**src/include/wmcc_pkg.sv**
```systemverilog
// Package of constants, states and helpers for the wake-up, mode and configuration core.
package wmcc_pkg;

	// ****************************************
	// Clock and basic time element
	// ****************************************
	localparam int CLK_MHZ     = 50;
	localparam int TE_US       = 100;
	localparam int TE_CYC      = TE_US * CLK_MHZ;
	localparam int TE_STEP_CYC = TE_CYC / 64;

	// ****************************************
	// Register byte offsets
	// ****************************************
	localparam logic [7:0] ADR_CTRL     = 8'h00;
	localparam logic [7:0] ADR_STATUS   = 8'h04;
	localparam logic [7:0] ADR_CFG      = 8'h08;
	localparam logic [7:0] ADR_NVM_IDX  = 8'h0c;
	localparam logic [7:0] ADR_NVM_DATA = 8'h10;
	localparam logic [7:0] ADR_COUNT    = 8'h14;

	// ****************************************
	// Field positions and reset values
	// ****************************************
	localparam int CTRL_PROG_EN = 0;
	localparam int CTRL_PROG_RD = 1;
	localparam int CFG_TRIM_LSB = 0;
	localparam int CFG_VSEL     = 4;
	localparam int CFG_PINSEL   = 5;
	localparam int CFG_MOD      = 6;
	localparam logic [15:0] CFG_RST  = 16'h0000;
	localparam logic [1:0]  CTRL_RST = 2'h0;

	// ****************************************
	// Nonvolatile word map
	// ****************************************
	localparam int          NVM_WORDS = 8;
	localparam logic [2:0]  NVM_CFG   = 3'h0;
	localparam logic [2:0]  NVM_CNT   = 3'h1;
	localparam logic [2:0]  NVM_SEM   = 3'h2;
	localparam logic [2:0]  NVM_USER0 = 3'h4;
	localparam logic [15:0] SEM_IDLE  = 16'h0000;
	localparam logic [15:0] SEM_BUSY  = 16'h5a5a;
	localparam logic [1:0]  CNT_STEPS = 2'h2;
	localparam logic [3:0]  PROG_LAST = 4'hf;

	// Gray code along standby, wake, load, decide, count, send.
	typedef enum logic [2:0] {
		ST_STANDBY = 3'h0,
		ST_WAKE    = 3'h1,
		ST_CFGLD   = 3'h3,
		ST_DECIDE  = 3'h2,
		ST_COUNT   = 3'h6,
		ST_SEND    = 3'h7,
		ST_XPOND   = 3'h5,
		ST_PROG    = 3'h4
	} wmcc_state_t;

	// Gray to binary, one prefix xor per bit.
	function automatic logic [15:0] gray2bin(input logic [15:0] g);
		logic [15:0] b;
		b[15] = g[15];
		for (int i = 14; i >= 0; i--) begin
			b[i] = b[i+1] ^ g[i];
		end
		return b;
	endfunction

	function automatic logic [15:0] bin2gray(input logic [15:0] b);
		return b ^ {1'b0, b[15:1]};
	endfunction

endpackage

```
**src/core/wmcc_core.sv**
```systemverilog
// Wake-up, mode selection, configuration and nonvolatile control core with a Wishbone slave.
//
// The Wishbone register port and the placing of the registers were left to the implementer.
`timescale 1ns/1ps

module wmcc_core #(
	parameter int TE_CYC  = wmcc_pkg::TE_CYC,
	parameter int TE_STEP = wmcc_pkg::TE_STEP_CYC
) (
	input  logic        clk_i,
	input  logic        rst_i,
	input  logic [7:0]  wb_adr_i,
	input  logic [31:0] wb_dat_i,
	input  logic [3:0]  wb_sel_i,
	input  logic        wb_we_i,
	input  logic        wb_cyc_i,
	input  logic        wb_stb_i,
	output logic [31:0] wb_dat_o,
	output logic        wb_ack_o,
	input  logic        button_in_first_i,
	input  logic        button_in_second_i,
	input  logic        shared_button_rf_coil_pin_i,
	output logic        shared_button_rf_coil_pin_o,
	output logic        shared_button_rf_coil_pin_oe_n_o,
	input  logic        coil_input_pin_i,
	input  logic        data_pin_i,
	output logic        data_pin_o,
	output logic        data_pin_oe_n_o,
	input  logic        lowbat_below_2v2_i,
	input  logic        lowbat_below_4v4_i,
	input  logic        nvm_vpp_ok_i,
	output logic        led_o,
	output logic        main_power_o,
	output logic        encoder_mode_o,
	output logic        transponder_mode_o,
	output logic        low_battery_flag_o,
	output logic        coil_if_en_o,
	output logic [3:0]  osc_trim_field_o
);

	// ****************************************
	// Declarations
	// ****************************************
	wmcc_pkg::wmcc_state_t state_reg;
	logic [15:0] nvm_mem [wmcc_pkg::NVM_WORDS];
	logic [15:0] cfg_reg;
	logic        cfg_loaded_reg;
	logic [1:0]  ctrl_reg;
	logic [2:0]  nvm_idx_reg;
	logic [3:0]  btn_stat_reg;
	logic [31:0] shift_reg;
	logic [4:0]  bit_cnt_reg;
	logic        phase_reg;
	logic [1:0]  step_reg;
	logic [15:0] te_cnt_reg;
	logic        te_pulse_reg;
	logic        prog_clk_d_reg;
	logic [3:0]  prog_bits_reg;
	logic [2:0]  prog_idx_reg;
	logic        ack_reg;
	logic [31:0] dat_reg;
	logic [31:0] rd_mux;
	logic [7:0]  pin_raw;
	logic [7:0]  pin_s;
	logic        pinsel_eff;
	logic        btn_any;
	logic        coil_act;
	logic        wake_src;
	logic        prog_en;
	logic        prog_rd;
	logic        lb_now;
	logic        vpp;
	logic        wb_req;
	logic        tx_last;
	logic        prog_rise;
	logic [2:0]  prog_nidx;
	logic [15:0] prog_rd_word;
	logic [15:0] cnt_bin;
	logic [15:0] cnt_gray_next;
	logic [31:0] tx_word;
	logic [15:0] te_reload;

	// ****************************************
	// Pin synchronisers
	// ****************************************
	assign pin_raw = {nvm_vpp_ok_i, lowbat_below_4v4_i, lowbat_below_2v2_i, data_pin_i,
		coil_input_pin_i, shared_button_rf_coil_pin_i, button_in_second_i,
		button_in_first_i};

	wmcc_sync3 #(
		.WIDTH(8)
	) u_sync (
		.clk_i(clk_i),
		.rst_i(rst_i),
		.d_i  (pin_raw),
		.q_o  (pin_s)
	);

	// ****************************************
	// Wake sources and derived terms
	// ****************************************
	// Until the configuration has loaded the third pin is never taken as a button.
	assign pinsel_eff = cfg_loaded_reg & cfg_reg[wmcc_pkg::CFG_PINSEL];
	assign btn_any    = pin_s[0] | pin_s[1] | (pinsel_eff & pin_s[2]);
	assign coil_act   = ~pinsel_eff & pin_s[3];
	assign wake_src   = btn_any | coil_act;
	assign prog_en    = ctrl_reg[wmcc_pkg::CTRL_PROG_EN];
	assign prog_rd    = ctrl_reg[wmcc_pkg::CTRL_PROG_RD];
	assign lb_now     = cfg_reg[wmcc_pkg::CFG_VSEL] ? pin_s[6] : pin_s[5];
	assign vpp        = pin_s[7];
	assign wb_req     = wb_cyc_i & wb_stb_i & ~ack_reg;
	assign tx_last    = &bit_cnt_reg;
	assign prog_rise  = (state_reg == wmcc_pkg::ST_PROG) & pin_s[2] & ~prog_clk_d_reg;
	assign prog_nidx  = prog_idx_reg + 3'h1;
	// Secret words shift out as zeros.
	assign prog_rd_word = (prog_nidx >= wmcc_pkg::NVM_USER0) ? nvm_mem[prog_nidx] : 16'h0000;
	assign cnt_bin       = wmcc_pkg::gray2bin(nvm_mem[wmcc_pkg::NVM_CNT]);
	assign cnt_gray_next = wmcc_pkg::bin2gray(cnt_bin + 16'h0001);
	// Frame: low-battery flag, button status, padding, binary counter.
	assign tx_word = {lb_now, btn_stat_reg, 11'h000, cnt_bin};
	// Signed trim: positive codes lengthen the element, 1000b gives the shortest.
	assign te_reload = 16'(TE_CYC + int'($signed(cfg_reg[3:0])) * TE_STEP - 1);

	// ****************************************
	// Main sequencer
	// ****************************************
	// One machine sequences wake, load, count, send and programming.
	always_ff @(posedge clk_i) begin
		if (rst_i) begin
			state_reg <= wmcc_pkg::ST_STANDBY;
			step_reg  <= 2'h0;
		end else begin
			case (state_reg)
				wmcc_pkg::ST_STANDBY: begin
					if (prog_en) begin
						state_reg <= wmcc_pkg::ST_PROG;
					end else if (wake_src) begin
						state_reg <= wmcc_pkg::ST_WAKE;
					end
				end
				wmcc_pkg::ST_WAKE: begin
					state_reg <= cfg_loaded_reg ? wmcc_pkg::ST_DECIDE : wmcc_pkg::ST_CFGLD;
				end
				wmcc_pkg::ST_CFGLD: begin
					state_reg <= wmcc_pkg::ST_DECIDE;
				end
				wmcc_pkg::ST_DECIDE: begin
					if (btn_any) begin
						state_reg <= wmcc_pkg::ST_COUNT;
					end else if (coil_act) begin
						state_reg <= wmcc_pkg::ST_XPOND;
					end else begin
						state_reg <= wmcc_pkg::ST_STANDBY;
					end
				end
				wmcc_pkg::ST_COUNT: begin
					// Each step waits for adequate write voltage.
					if (vpp) begin
						if (step_reg == wmcc_pkg::CNT_STEPS) begin
							step_reg  <= 2'h0;
							state_reg <= wmcc_pkg::ST_SEND;
						end else begin
							step_reg <= step_reg + 2'h1;
						end
					end
				end
				wmcc_pkg::ST_SEND: begin
					if (te_pulse_reg && phase_reg && tx_last && !btn_any) begin
						state_reg <= coil_act ? wmcc_pkg::ST_DECIDE : wmcc_pkg::ST_STANDBY;
					end
				end
				wmcc_pkg::ST_XPOND: begin
					if (btn_any) begin
						state_reg <= wmcc_pkg::ST_DECIDE;
					end else if (!coil_act) begin
						state_reg <= wmcc_pkg::ST_STANDBY;
					end
				end
				wmcc_pkg::ST_PROG: begin
					if (!prog_en) begin
						state_reg <= wmcc_pkg::ST_STANDBY;
					end
				end
				default: begin
					state_reg <= wmcc_pkg::ST_STANDBY;
				end
			endcase
		end
	end

	// Configuration is fetched once; later activations reuse it.
	always_ff @(posedge clk_i) begin
		if (rst_i) begin
			cfg_reg        <= wmcc_pkg::CFG_RST;
			cfg_loaded_reg <= 1'b0;
		end else if (state_reg == wmcc_pkg::ST_CFGLD) begin
			cfg_reg        <= nvm_mem[wmcc_pkg::NVM_CFG];
			cfg_loaded_reg <= 1'b1;
		end
	end

	// Timer of basic time elements, stopped in standby to save power.
	always_ff @(posedge clk_i) begin
		if (rst_i || state_reg == wmcc_pkg::ST_STANDBY) begin
			te_cnt_reg   <= 16'h0000;
			te_pulse_reg <= 1'b0;
		end else if (te_cnt_reg == 16'h0000) begin
			te_cnt_reg   <= te_reload;
			te_pulse_reg <= 1'b1;
		end else begin
			te_cnt_reg   <= te_cnt_reg - 16'h0001;
			te_pulse_reg <= 1'b0;
		end
	end

	// ****************************************
	// Shared shift register
	// ****************************************
	// The same 32 bits carry the code word and the programming data.
	always_ff @(posedge clk_i) begin
		if (rst_i) begin
			shift_reg    <= 32'h0000_0000;
			bit_cnt_reg  <= 5'h00;
			phase_reg    <= 1'b0;
			btn_stat_reg <= 4'h0;
		end else if (state_reg == wmcc_pkg::ST_DECIDE) begin
			btn_stat_reg <= {coil_act, pinsel_eff & pin_s[2], pin_s[1], pin_s[0]};
			bit_cnt_reg  <= 5'h00;
			phase_reg    <= 1'b0;
		end else if (state_reg == wmcc_pkg::ST_COUNT) begin
			shift_reg <= tx_word;
		end else if (state_reg == wmcc_pkg::ST_SEND && te_pulse_reg) begin
			phase_reg <= ~phase_reg;
			if (phase_reg) begin
				bit_cnt_reg <= bit_cnt_reg + 5'h01;
				shift_reg   <= tx_last ? tx_word : {shift_reg[30:0], 1'b0};
			end
		end else if (state_reg == wmcc_pkg::ST_STANDBY) begin
			shift_reg <= 32'h0000_0000;
		end else if (prog_rise) begin
			if (prog_rd) begin
				shift_reg <= (prog_bits_reg == wmcc_pkg::PROG_LAST) ? {16'h0000, prog_rd_word}
					: {shift_reg[30:0], 1'b0};
			end else begin
				shift_reg <= {shift_reg[30:0], pin_s[4]};
			end
		end
	end

	// Programming bit and word counters, cleared outside programming.
	always_ff @(posedge clk_i) begin
		prog_clk_d_reg <= pin_s[2];
		if (rst_i || state_reg != wmcc_pkg::ST_PROG) begin
			prog_bits_reg <= 4'h0;
			prog_idx_reg  <= 3'h0;
		end else if (prog_rise) begin
			prog_bits_reg <= prog_bits_reg + 4'h1;
			if (prog_bits_reg == wmcc_pkg::PROG_LAST) begin
				prog_idx_reg <= prog_nidx;
			end
		end
	end

	// ****************************************
	// Nonvolatile storage
	// ****************************************
	// The counter changes by one gray step, so only one bit is rewritten per update.
	always_ff @(posedge clk_i) begin
		if (rst_i) begin
			for (int i = 0; i < wmcc_pkg::NVM_WORDS; i++) begin
				nvm_mem[i] <= 16'h0000;
			end
		end else if (state_reg == wmcc_pkg::ST_COUNT && vpp) begin
			case (step_reg)
				2'h0: nvm_mem[wmcc_pkg::NVM_SEM] <= wmcc_pkg::SEM_BUSY;
				2'h1: nvm_mem[wmcc_pkg::NVM_CNT] <= cnt_gray_next;
				default: nvm_mem[wmcc_pkg::NVM_SEM] <= wmcc_pkg::SEM_IDLE;
			endcase
		end else if (prog_rise && !prog_rd && vpp && prog_bits_reg == wmcc_pkg::PROG_LAST) begin
			nvm_mem[prog_idx_reg] <= {shift_reg[14:0], pin_s[4]};
		end else if (wb_req && wb_we_i && wb_adr_i == wmcc_pkg::ADR_NVM_DATA && vpp
			&& nvm_idx_reg >= wmcc_pkg::NVM_USER0) begin
			nvm_mem[nvm_idx_reg] <= wb_dat_i[15:0];
		end
	end

	// ****************************************
	// Wishbone slave
	// ****************************************
	// Control and index writes; the request cycle acts, ack follows next cycle.
	always_ff @(posedge clk_i) begin
		if (rst_i) begin
			ctrl_reg    <= wmcc_pkg::CTRL_RST;
			nvm_idx_reg <= 3'h0;
		end else if (wb_req && wb_we_i && wb_sel_i[0]) begin
			if (wb_adr_i == wmcc_pkg::ADR_CTRL) begin
				ctrl_reg <= wb_dat_i[1:0];
			end else if (wb_adr_i == wmcc_pkg::ADR_NVM_IDX) begin
				nvm_idx_reg <= wb_dat_i[2:0];
			end
		end
	end

	// Read decode; unmapped addresses and secret words read zero.
	always_comb begin
		rd_mux = 32'h0000_0000;
		if (wb_adr_i == wmcc_pkg::ADR_CTRL) begin
			rd_mux = {30'h0, ctrl_reg};
		end else if (wb_adr_i == wmcc_pkg::ADR_STATUS) begin
			rd_mux = {24'h0, lb_now, btn_any, coil_act, cfg_loaded_reg, 1'b0, state_reg};
		end else if (wb_adr_i == wmcc_pkg::ADR_CFG) begin
			rd_mux = {16'h0, cfg_reg};
		end else if (wb_adr_i == wmcc_pkg::ADR_NVM_IDX) begin
			rd_mux = {29'h0, nvm_idx_reg};
		end else if (wb_adr_i == wmcc_pkg::ADR_NVM_DATA) begin
			if (nvm_idx_reg >= wmcc_pkg::NVM_USER0) begin
				rd_mux = {16'h0, nvm_mem[nvm_idx_reg]};
			end
		end else if (wb_adr_i == wmcc_pkg::ADR_COUNT) begin
			rd_mux = {16'h0, cnt_bin};
		end
	end

	always_ff @(posedge clk_i) begin
		if (rst_i) begin
			ack_reg <= 1'b0;
			dat_reg <= 32'h0000_0000;
		end else begin
			ack_reg <= wb_req;
			dat_reg <= wb_req ? rd_mux : 32'h0000_0000;
		end
	end

	// ****************************************
	// Registered outputs
	// ****************************************
	// Status and mode outputs, one cycle behind the state they show.
	always_ff @(posedge clk_i) begin
		if (rst_i) begin
			main_power_o       <= 1'b0;
			encoder_mode_o     <= 1'b0;
			transponder_mode_o <= 1'b0;
			low_battery_flag_o <= 1'b0;
			coil_if_en_o       <= 1'b1;
			osc_trim_field_o   <= 4'h0;
			led_o              <= 1'b0;
		end else begin
			main_power_o       <= state_reg != wmcc_pkg::ST_STANDBY;
			encoder_mode_o     <= state_reg == wmcc_pkg::ST_COUNT
				|| state_reg == wmcc_pkg::ST_SEND;
			transponder_mode_o <= state_reg == wmcc_pkg::ST_XPOND;
			low_battery_flag_o <= lb_now;
			coil_if_en_o       <= ~pinsel_eff;
			osc_trim_field_o   <= cfg_reg[wmcc_pkg::CFG_TRIM_LSB +: 4];
			// A weak battery turns the steady lamp into a blink.
			led_o <= (state_reg == wmcc_pkg::ST_SEND) && (!lb_now || bit_cnt_reg[2]);
		end
	end

	// Pin drivers; an enable low means the pin is driven.
	always_ff @(posedge clk_i) begin
		if (rst_i) begin
			data_pin_o                       <= 1'b0;
			data_pin_oe_n_o                  <= 1'b0;
			shared_button_rf_coil_pin_o      <= 1'b1;
			shared_button_rf_coil_pin_oe_n_o <= 1'b0;
		end else if (state_reg == wmcc_pkg::ST_PROG) begin
			data_pin_o                       <= shift_reg[15];
			data_pin_oe_n_o                  <= ~prog_rd;
			shared_button_rf_coil_pin_o      <= 1'b0;
			shared_button_rf_coil_pin_oe_n_o <= 1'b1;
		end else begin
			data_pin_oe_n_o <= 1'b0;
			data_pin_o      <= (state_reg == wmcc_pkg::ST_SEND)
				&& (shift_reg[31] ^ (cfg_reg[wmcc_pkg::CFG_MOD] & phase_reg));
			if (!pinsel_eff) begin
				shared_button_rf_coil_pin_o      <= 1'b1;
				shared_button_rf_coil_pin_oe_n_o <= 1'b0;
			end else begin
				shared_button_rf_coil_pin_o      <= encoder_mode_o;
				shared_button_rf_coil_pin_oe_n_o <= ~(state_reg == wmcc_pkg::ST_SEND);
			end
		end
	end

	assign wb_ack_o = ack_reg;
	assign wb_dat_o = dat_reg;
endmodule

```
**src/core/wmcc_sync3.sv**
```systemverilog
// Three-stage pin synchroniser whose output moves only when stages two and three agree.
`timescale 1ns/1ps

module wmcc_sync3 #(
	parameter int WIDTH = 1
) (
	input  logic             clk_i,
	input  logic             rst_i,
	input  logic [WIDTH-1:0] d_i,
	output logic [WIDTH-1:0] q_o
);

	logic [WIDTH-1:0] s1_reg;
	logic [WIDTH-1:0] s2_reg;
	logic [WIDTH-1:0] s3_reg;
	logic [WIDTH-1:0] q_reg;

	// The first stage feeds only the second, so a metastable sample never reaches logic.
	always_ff @(posedge clk_i) begin
		if (rst_i) begin
			s1_reg <= '0;
			s2_reg <= '0;
			s3_reg <= '0;
			q_reg  <= '0;
		end else begin
			s1_reg <= d_i;
			s2_reg <= s1_reg;
			s3_reg <= s2_reg;
			q_reg  <= ((s2_reg ~^ s3_reg) & s3_reg) | ((s2_reg ^ s3_reg) & q_reg);
		end
	end

	assign q_o = q_reg;

endmodule

```
**config.mk**
```make
export PLATFORM = sky130hd
export DESIGN_NAME = wmcc_core
export DESIGN_NICKNAME = d
export VERILOG_FILES = /design/src/include/wmcc_pkg.sv /design/src/core/wmcc_core.sv /design/src/core/wmcc_sync3.sv
export SDC_FILE = /design/constraint.sdc
export NUM_CORES = 1
export LEC_CHECK = 0
export ABC_AREA = 1
export BUFFER_PORTS_ARGS = -buffer_cell sky130_fd_sc_hd__buf_2
export CORE_ASPECT_RATIO = 1.4
export CORE_MARGIN = 1
export CORE_UTILIZATION = 35
export DETAILED_ROUTE_END_ITERATION = 10
export PLACE_DENSITY_LB_ADDON = 0.12
export SETUP_SLACK_MARGIN = 0.02
export SKIP_CTS_REPAIR_TIMING = 1
export SYNTH_ARGS = -nofsm -noshare
export SYNTH_HDL_FRONTEND = slang
export SYNTH_SLANG_ARGS = --single-unit
```
**constraint.sdc**
```tcl
create_clock -name clk_i -period 7.6 [get_ports clk_i]
set_input_delay 1.52 -clock clk_i [delete_from_list [all_inputs] [get_ports clk_i]]
set_output_delay 1.52 -clock clk_i [all_outputs]
set_load 0.1 [all_outputs]
```
==> key figures <==
Logic synthesis
  – Post-synth cell types: between 50 and 60
  – Simple-gate share of the synthesized area: 21.84%
  – Prevailing post-synth register cell: dfxtp_1
  – Post-Synthesis Cell Area: about 15,000 um^2
  – Ys Warns: 0
  – Post-synthesis compound-gate area fraction: 16.76%
  – Sequential share of the synthesized area: between 40 and 50%
  – Fraction of synthesized area in multiplexers: 0%
  – XOR/XNOR Fraction of Synth Area: under 10%
  – EDFF count, synth: roughly 130
  – Post-Syn Instances: 1,931
  – Async SR Flop Fraction: 0%
  – Average cell area after synthesis: just under 8 um^2
  – Synth Register Bits: 288
  – Synth Area in Adders: 4.239%
  – Largest family of logic cells by synthesized area: simple AND/OR/NAND/NOR gates

Pwr
  – Cell internal pwr: 3063 uW
  – Sw power: between 1500 and 2000 uW
  – VDD IR max: 0.1795 mV
  – Switch share: 36.27%
  – PwrDens: about 280 nW/um^2
  – Pleak: between 0.007 and 0.008 uW
  – Final Total Pwr: 4807 uW
  – Logic pwr share: 29.8%
  – Clock share of power: about a third
  – Seq pwr share: 38.1%

Timing
  – Post-Route Setup TNS: 0 ns
  – Fin. Hold Viols: 0
  – Final setup viols: 0
  – Worst slew margin: 30.04%
  – Slew Viols, Final: 0
  – Worst-Margin Slew: between 1 and 1.5 ns
  – Clock Skews: slightly below 0.03 ns
  – Period utilisation layout: 96.36%
  – Tmin final: 7.324 ns
  – WHS: between 0.4 and 0.5 ns
  – RSZ-0062 raised after global routing: yes
  – Fmax: 136.5 MHz

Cells and area
  – Final net count: about 2,100
  – Commonest non-fill, non-tap cells in the layout: nand2_1, nor2_1, o21ai_0
  – Most common cell after layout, fill and taps aside: nand2_1
  – Syn-to-layout area delta: 13.05%
  – Layout cells sized above 1: approximately 11%
  – # diodes: 0
  – Design area: ~17,000 um^2
  – Largest register FFs: 128
  – Post-Route Utilization: 40.43%

Die
  – I/O Pins: 104
  – Core area: 42,430 um^2
  – Chip width: 178.0 um
  – Core Rows: 89
  – Starting Density: 35.76%
  – Die H: 248.4 um
  – Area of the die: ~44,000 um^2

Clock network
  – Clock Root Buffer: clkbuf_16
  – CTS tree: done
  – TritonCTS Sinks: 288
  – CTS clk-pin slew, worst paths: around 0.060 ns
  – Worst-case clock buffer depth: 3
  – H-tree levels: 1
  – Worst-Skew Late Latency: approximately 0.6 ns
  – Num CTS Buffers: 31

Min path
  – Worst hold path stage count: 2
  – Hold path endpoint: u_sync.s2_reg[4]$_SDFF_PP0_
  – Hold Path Origin: u_sync.s1_reg[4]$_SDFF_PP0_
  – Class of the worst hold path: flip-flop to flip-flop

Worst setup path
  – Crit path launch type: flip-flop
  – Data required time of the worst path: 7.90 ns
  – Worst r2r dst: nvm_mem[2][6]$_DFFE_PP_
  – CP dominant cell by count: inv_1
  – Worst EP arrival: 7.62 ns
  – Max stage delay on crit path: 0.41 ns
  – Critical path class: flip-flop to flip-flop
  – Cells on worst reg2reg path: 40
  – CP max-delay cell: edfxtp_1
  – RR Startpoint: nvm_mem[1][14]$_SDFFCE_PN0P_
  – Worst-path maximum fanout: 8
  – Slack of the worst reg-to-reg path: 0.28 ns
  – CP Capture Type: flip-flop

Run
  – Max Cap Viol: 0

Detailed routing
  – Via density: 5.106
  – # DRC: 0
  – DR pass1 iterations: 7
  – Post-DR wirelength/cell: 19.19 um
  – Detail Route Antenna Nets: 0
  – Via count: ~13,000
  – WL final: between 40,000 and 50,000 um
  – Violation count after the first detailed-route iteration: 891

GRT
  – Initial antenna violation count: 0
  – GRT Overall Usage: about 22%
  – Vias in the first global route: 12,372
  – Largest net degree at the start of global routing: 64
  – Gr ovfl total: 0
  – First-pass GRT wire length: ~73,000 um

Placed design
  – DP Area: 15,980 um^2
  – Dpl hpwl: between 30,000 and 40,000 um
  – Port Buffers: 68
  – GPL Wtd Cong: 0.8872

Status
  – Status: complete, no violations
==> layer usage <==
layer | track usage [%] | up-vias | share of wire (%)
li1 | - | 6444 | -
met1 | 24.72 | 6181 | 39
met2 | 41.10 | 278 | 52
met3 | 2.015 | 111 | 3.2
met4 | 11.79 | 0 | 5.4
met5 | 0 | - | 0
==> cell usage after synthesis, types with 6 or more instances <==
library cell / n / area share [%]
buf_6: 8 / 0.59
buf_4: 17 / 0.84
nor2_1: 291 / 7.2
nand2_2: 9 / 0.37
a21oi_1: 143 / 4.7
nand2_4: 9 / 0.67
o22ai_1: 33 / 1.4
o21ai_2: 6 / 0.35
inv_1: 209 / 5.2
edfxtp_1: 128 / 25
xor2_1: 20 / 1.2
buf_1: 7 / 0.17
xnor2_1: 11 / 0.63
nand3_1: 76 / 2.5
inv_2: 9 / 0.22
nand4_1: 10 / 0.41
nand2_1: 345 / 8.5
o21ai_0: 219 / 7.2
buf_2: 12 / 0.40
ha_1: 45 / 3.7
clkbuf_1: 59 / 1.5
nor3_1: 15 / 0.49
dfxtp_1: 160 / 21
o211ai_1: 34 / 1.7
==> metrics by stage <==
step / setup slack, ns / instances
floorplan: 0.6682 / 1946
global placement: 0.1509 / 2489
detailed placement: 0.1130 / 2489
CTS: 0.04724 / 2546
global route: -0.03102 / 2549
finish: 0.2763 / 2549
==> power groups by stage <==
| stage | Clock, uW | Sequential, uW | Combinational [uW] |
|---|---|---|---|
| floorplan | 0 | 1900 | 923 |
| global placement | 0 | 1860 | 1370 |
| detailed placement | 0 | 1860 | 1380 |
| CTS | 1580 | 1830 | 1380 |
| global route | 1630 | 1850 | 1590 |
| finish | 1540 | 1830 | 1430 |
==> worst max-delay path by stage <==
stage | start | endpoint | depth (start not counted)
2_1_floorplan | nvm_mem[1][15]$_SDFFCE_PN0P_ | nvm_mem[6][2]$_SDFFCE_PN0P_ | 36
3_3_place_gp | nvm_mem[1][15]$_SDFFCE_PN0P_ | nvm_mem[3][7]$_SDFFCE_PN0P_ | 39
3_5_place_dp | nvm_mem[1][14]$_SDFFCE_PN0P_ | nvm_mem[2][6]$_DFFE_PP_ | 40
4_1_cts | nvm_mem[1][15]$_SDFFCE_PN0P_ | nvm_mem[2][6]$_DFFE_PP_ | 40
5_1_grt | nvm_mem[1][14]$_SDFFCE_PN0P_ | nvm_mem[0][13]$_SDFFCE_PN0P_ | 39
6_report | nvm_mem[1][14]$_SDFFCE_PN0P_ | nvm_mem[2][6]$_DFFE_PP_ | 40
==> layout make-up <==
cell class              count  area, um^2
well taps                 546       683.2
flip-flops and latches    288        7049
multi-input cells        1335        6954
clock inverters            18       182.7
inverters                 220       828.3
clock buffers              39       825.8
fillers                  4388       25280
repair buffers            103       628.1
==> logic make-up (layout without fill, tap and decap cells) <==
logic type,count (synthesis),after routing
AND/OR/NAND/NOR,782,782
AO/OA/AOI/OAI,457,457
adder cells (fa/ha/maj),49,49
other,1,16
flip-flops,288,288
buffers and inverters,323,380
XOR/XNOR,31,31
==> worst max-delay path: cells and delay by family, from the launching register on <==
| family | cells | cell delay [ns] |
|---|---|---|
| buffers and inverters | 15 | 1.11 |
| adders and majority gates | 14 | 4.07 |
| and+or+nand+nor | 8 | 0.94 |
| xor gates and xnor gates | 2 | 0.45 |
| AOI/OAI and AO/OA | 1 | 0.07 |
| DFF | 1 | 0.41 |
Power figures use the tool's default switching activity.
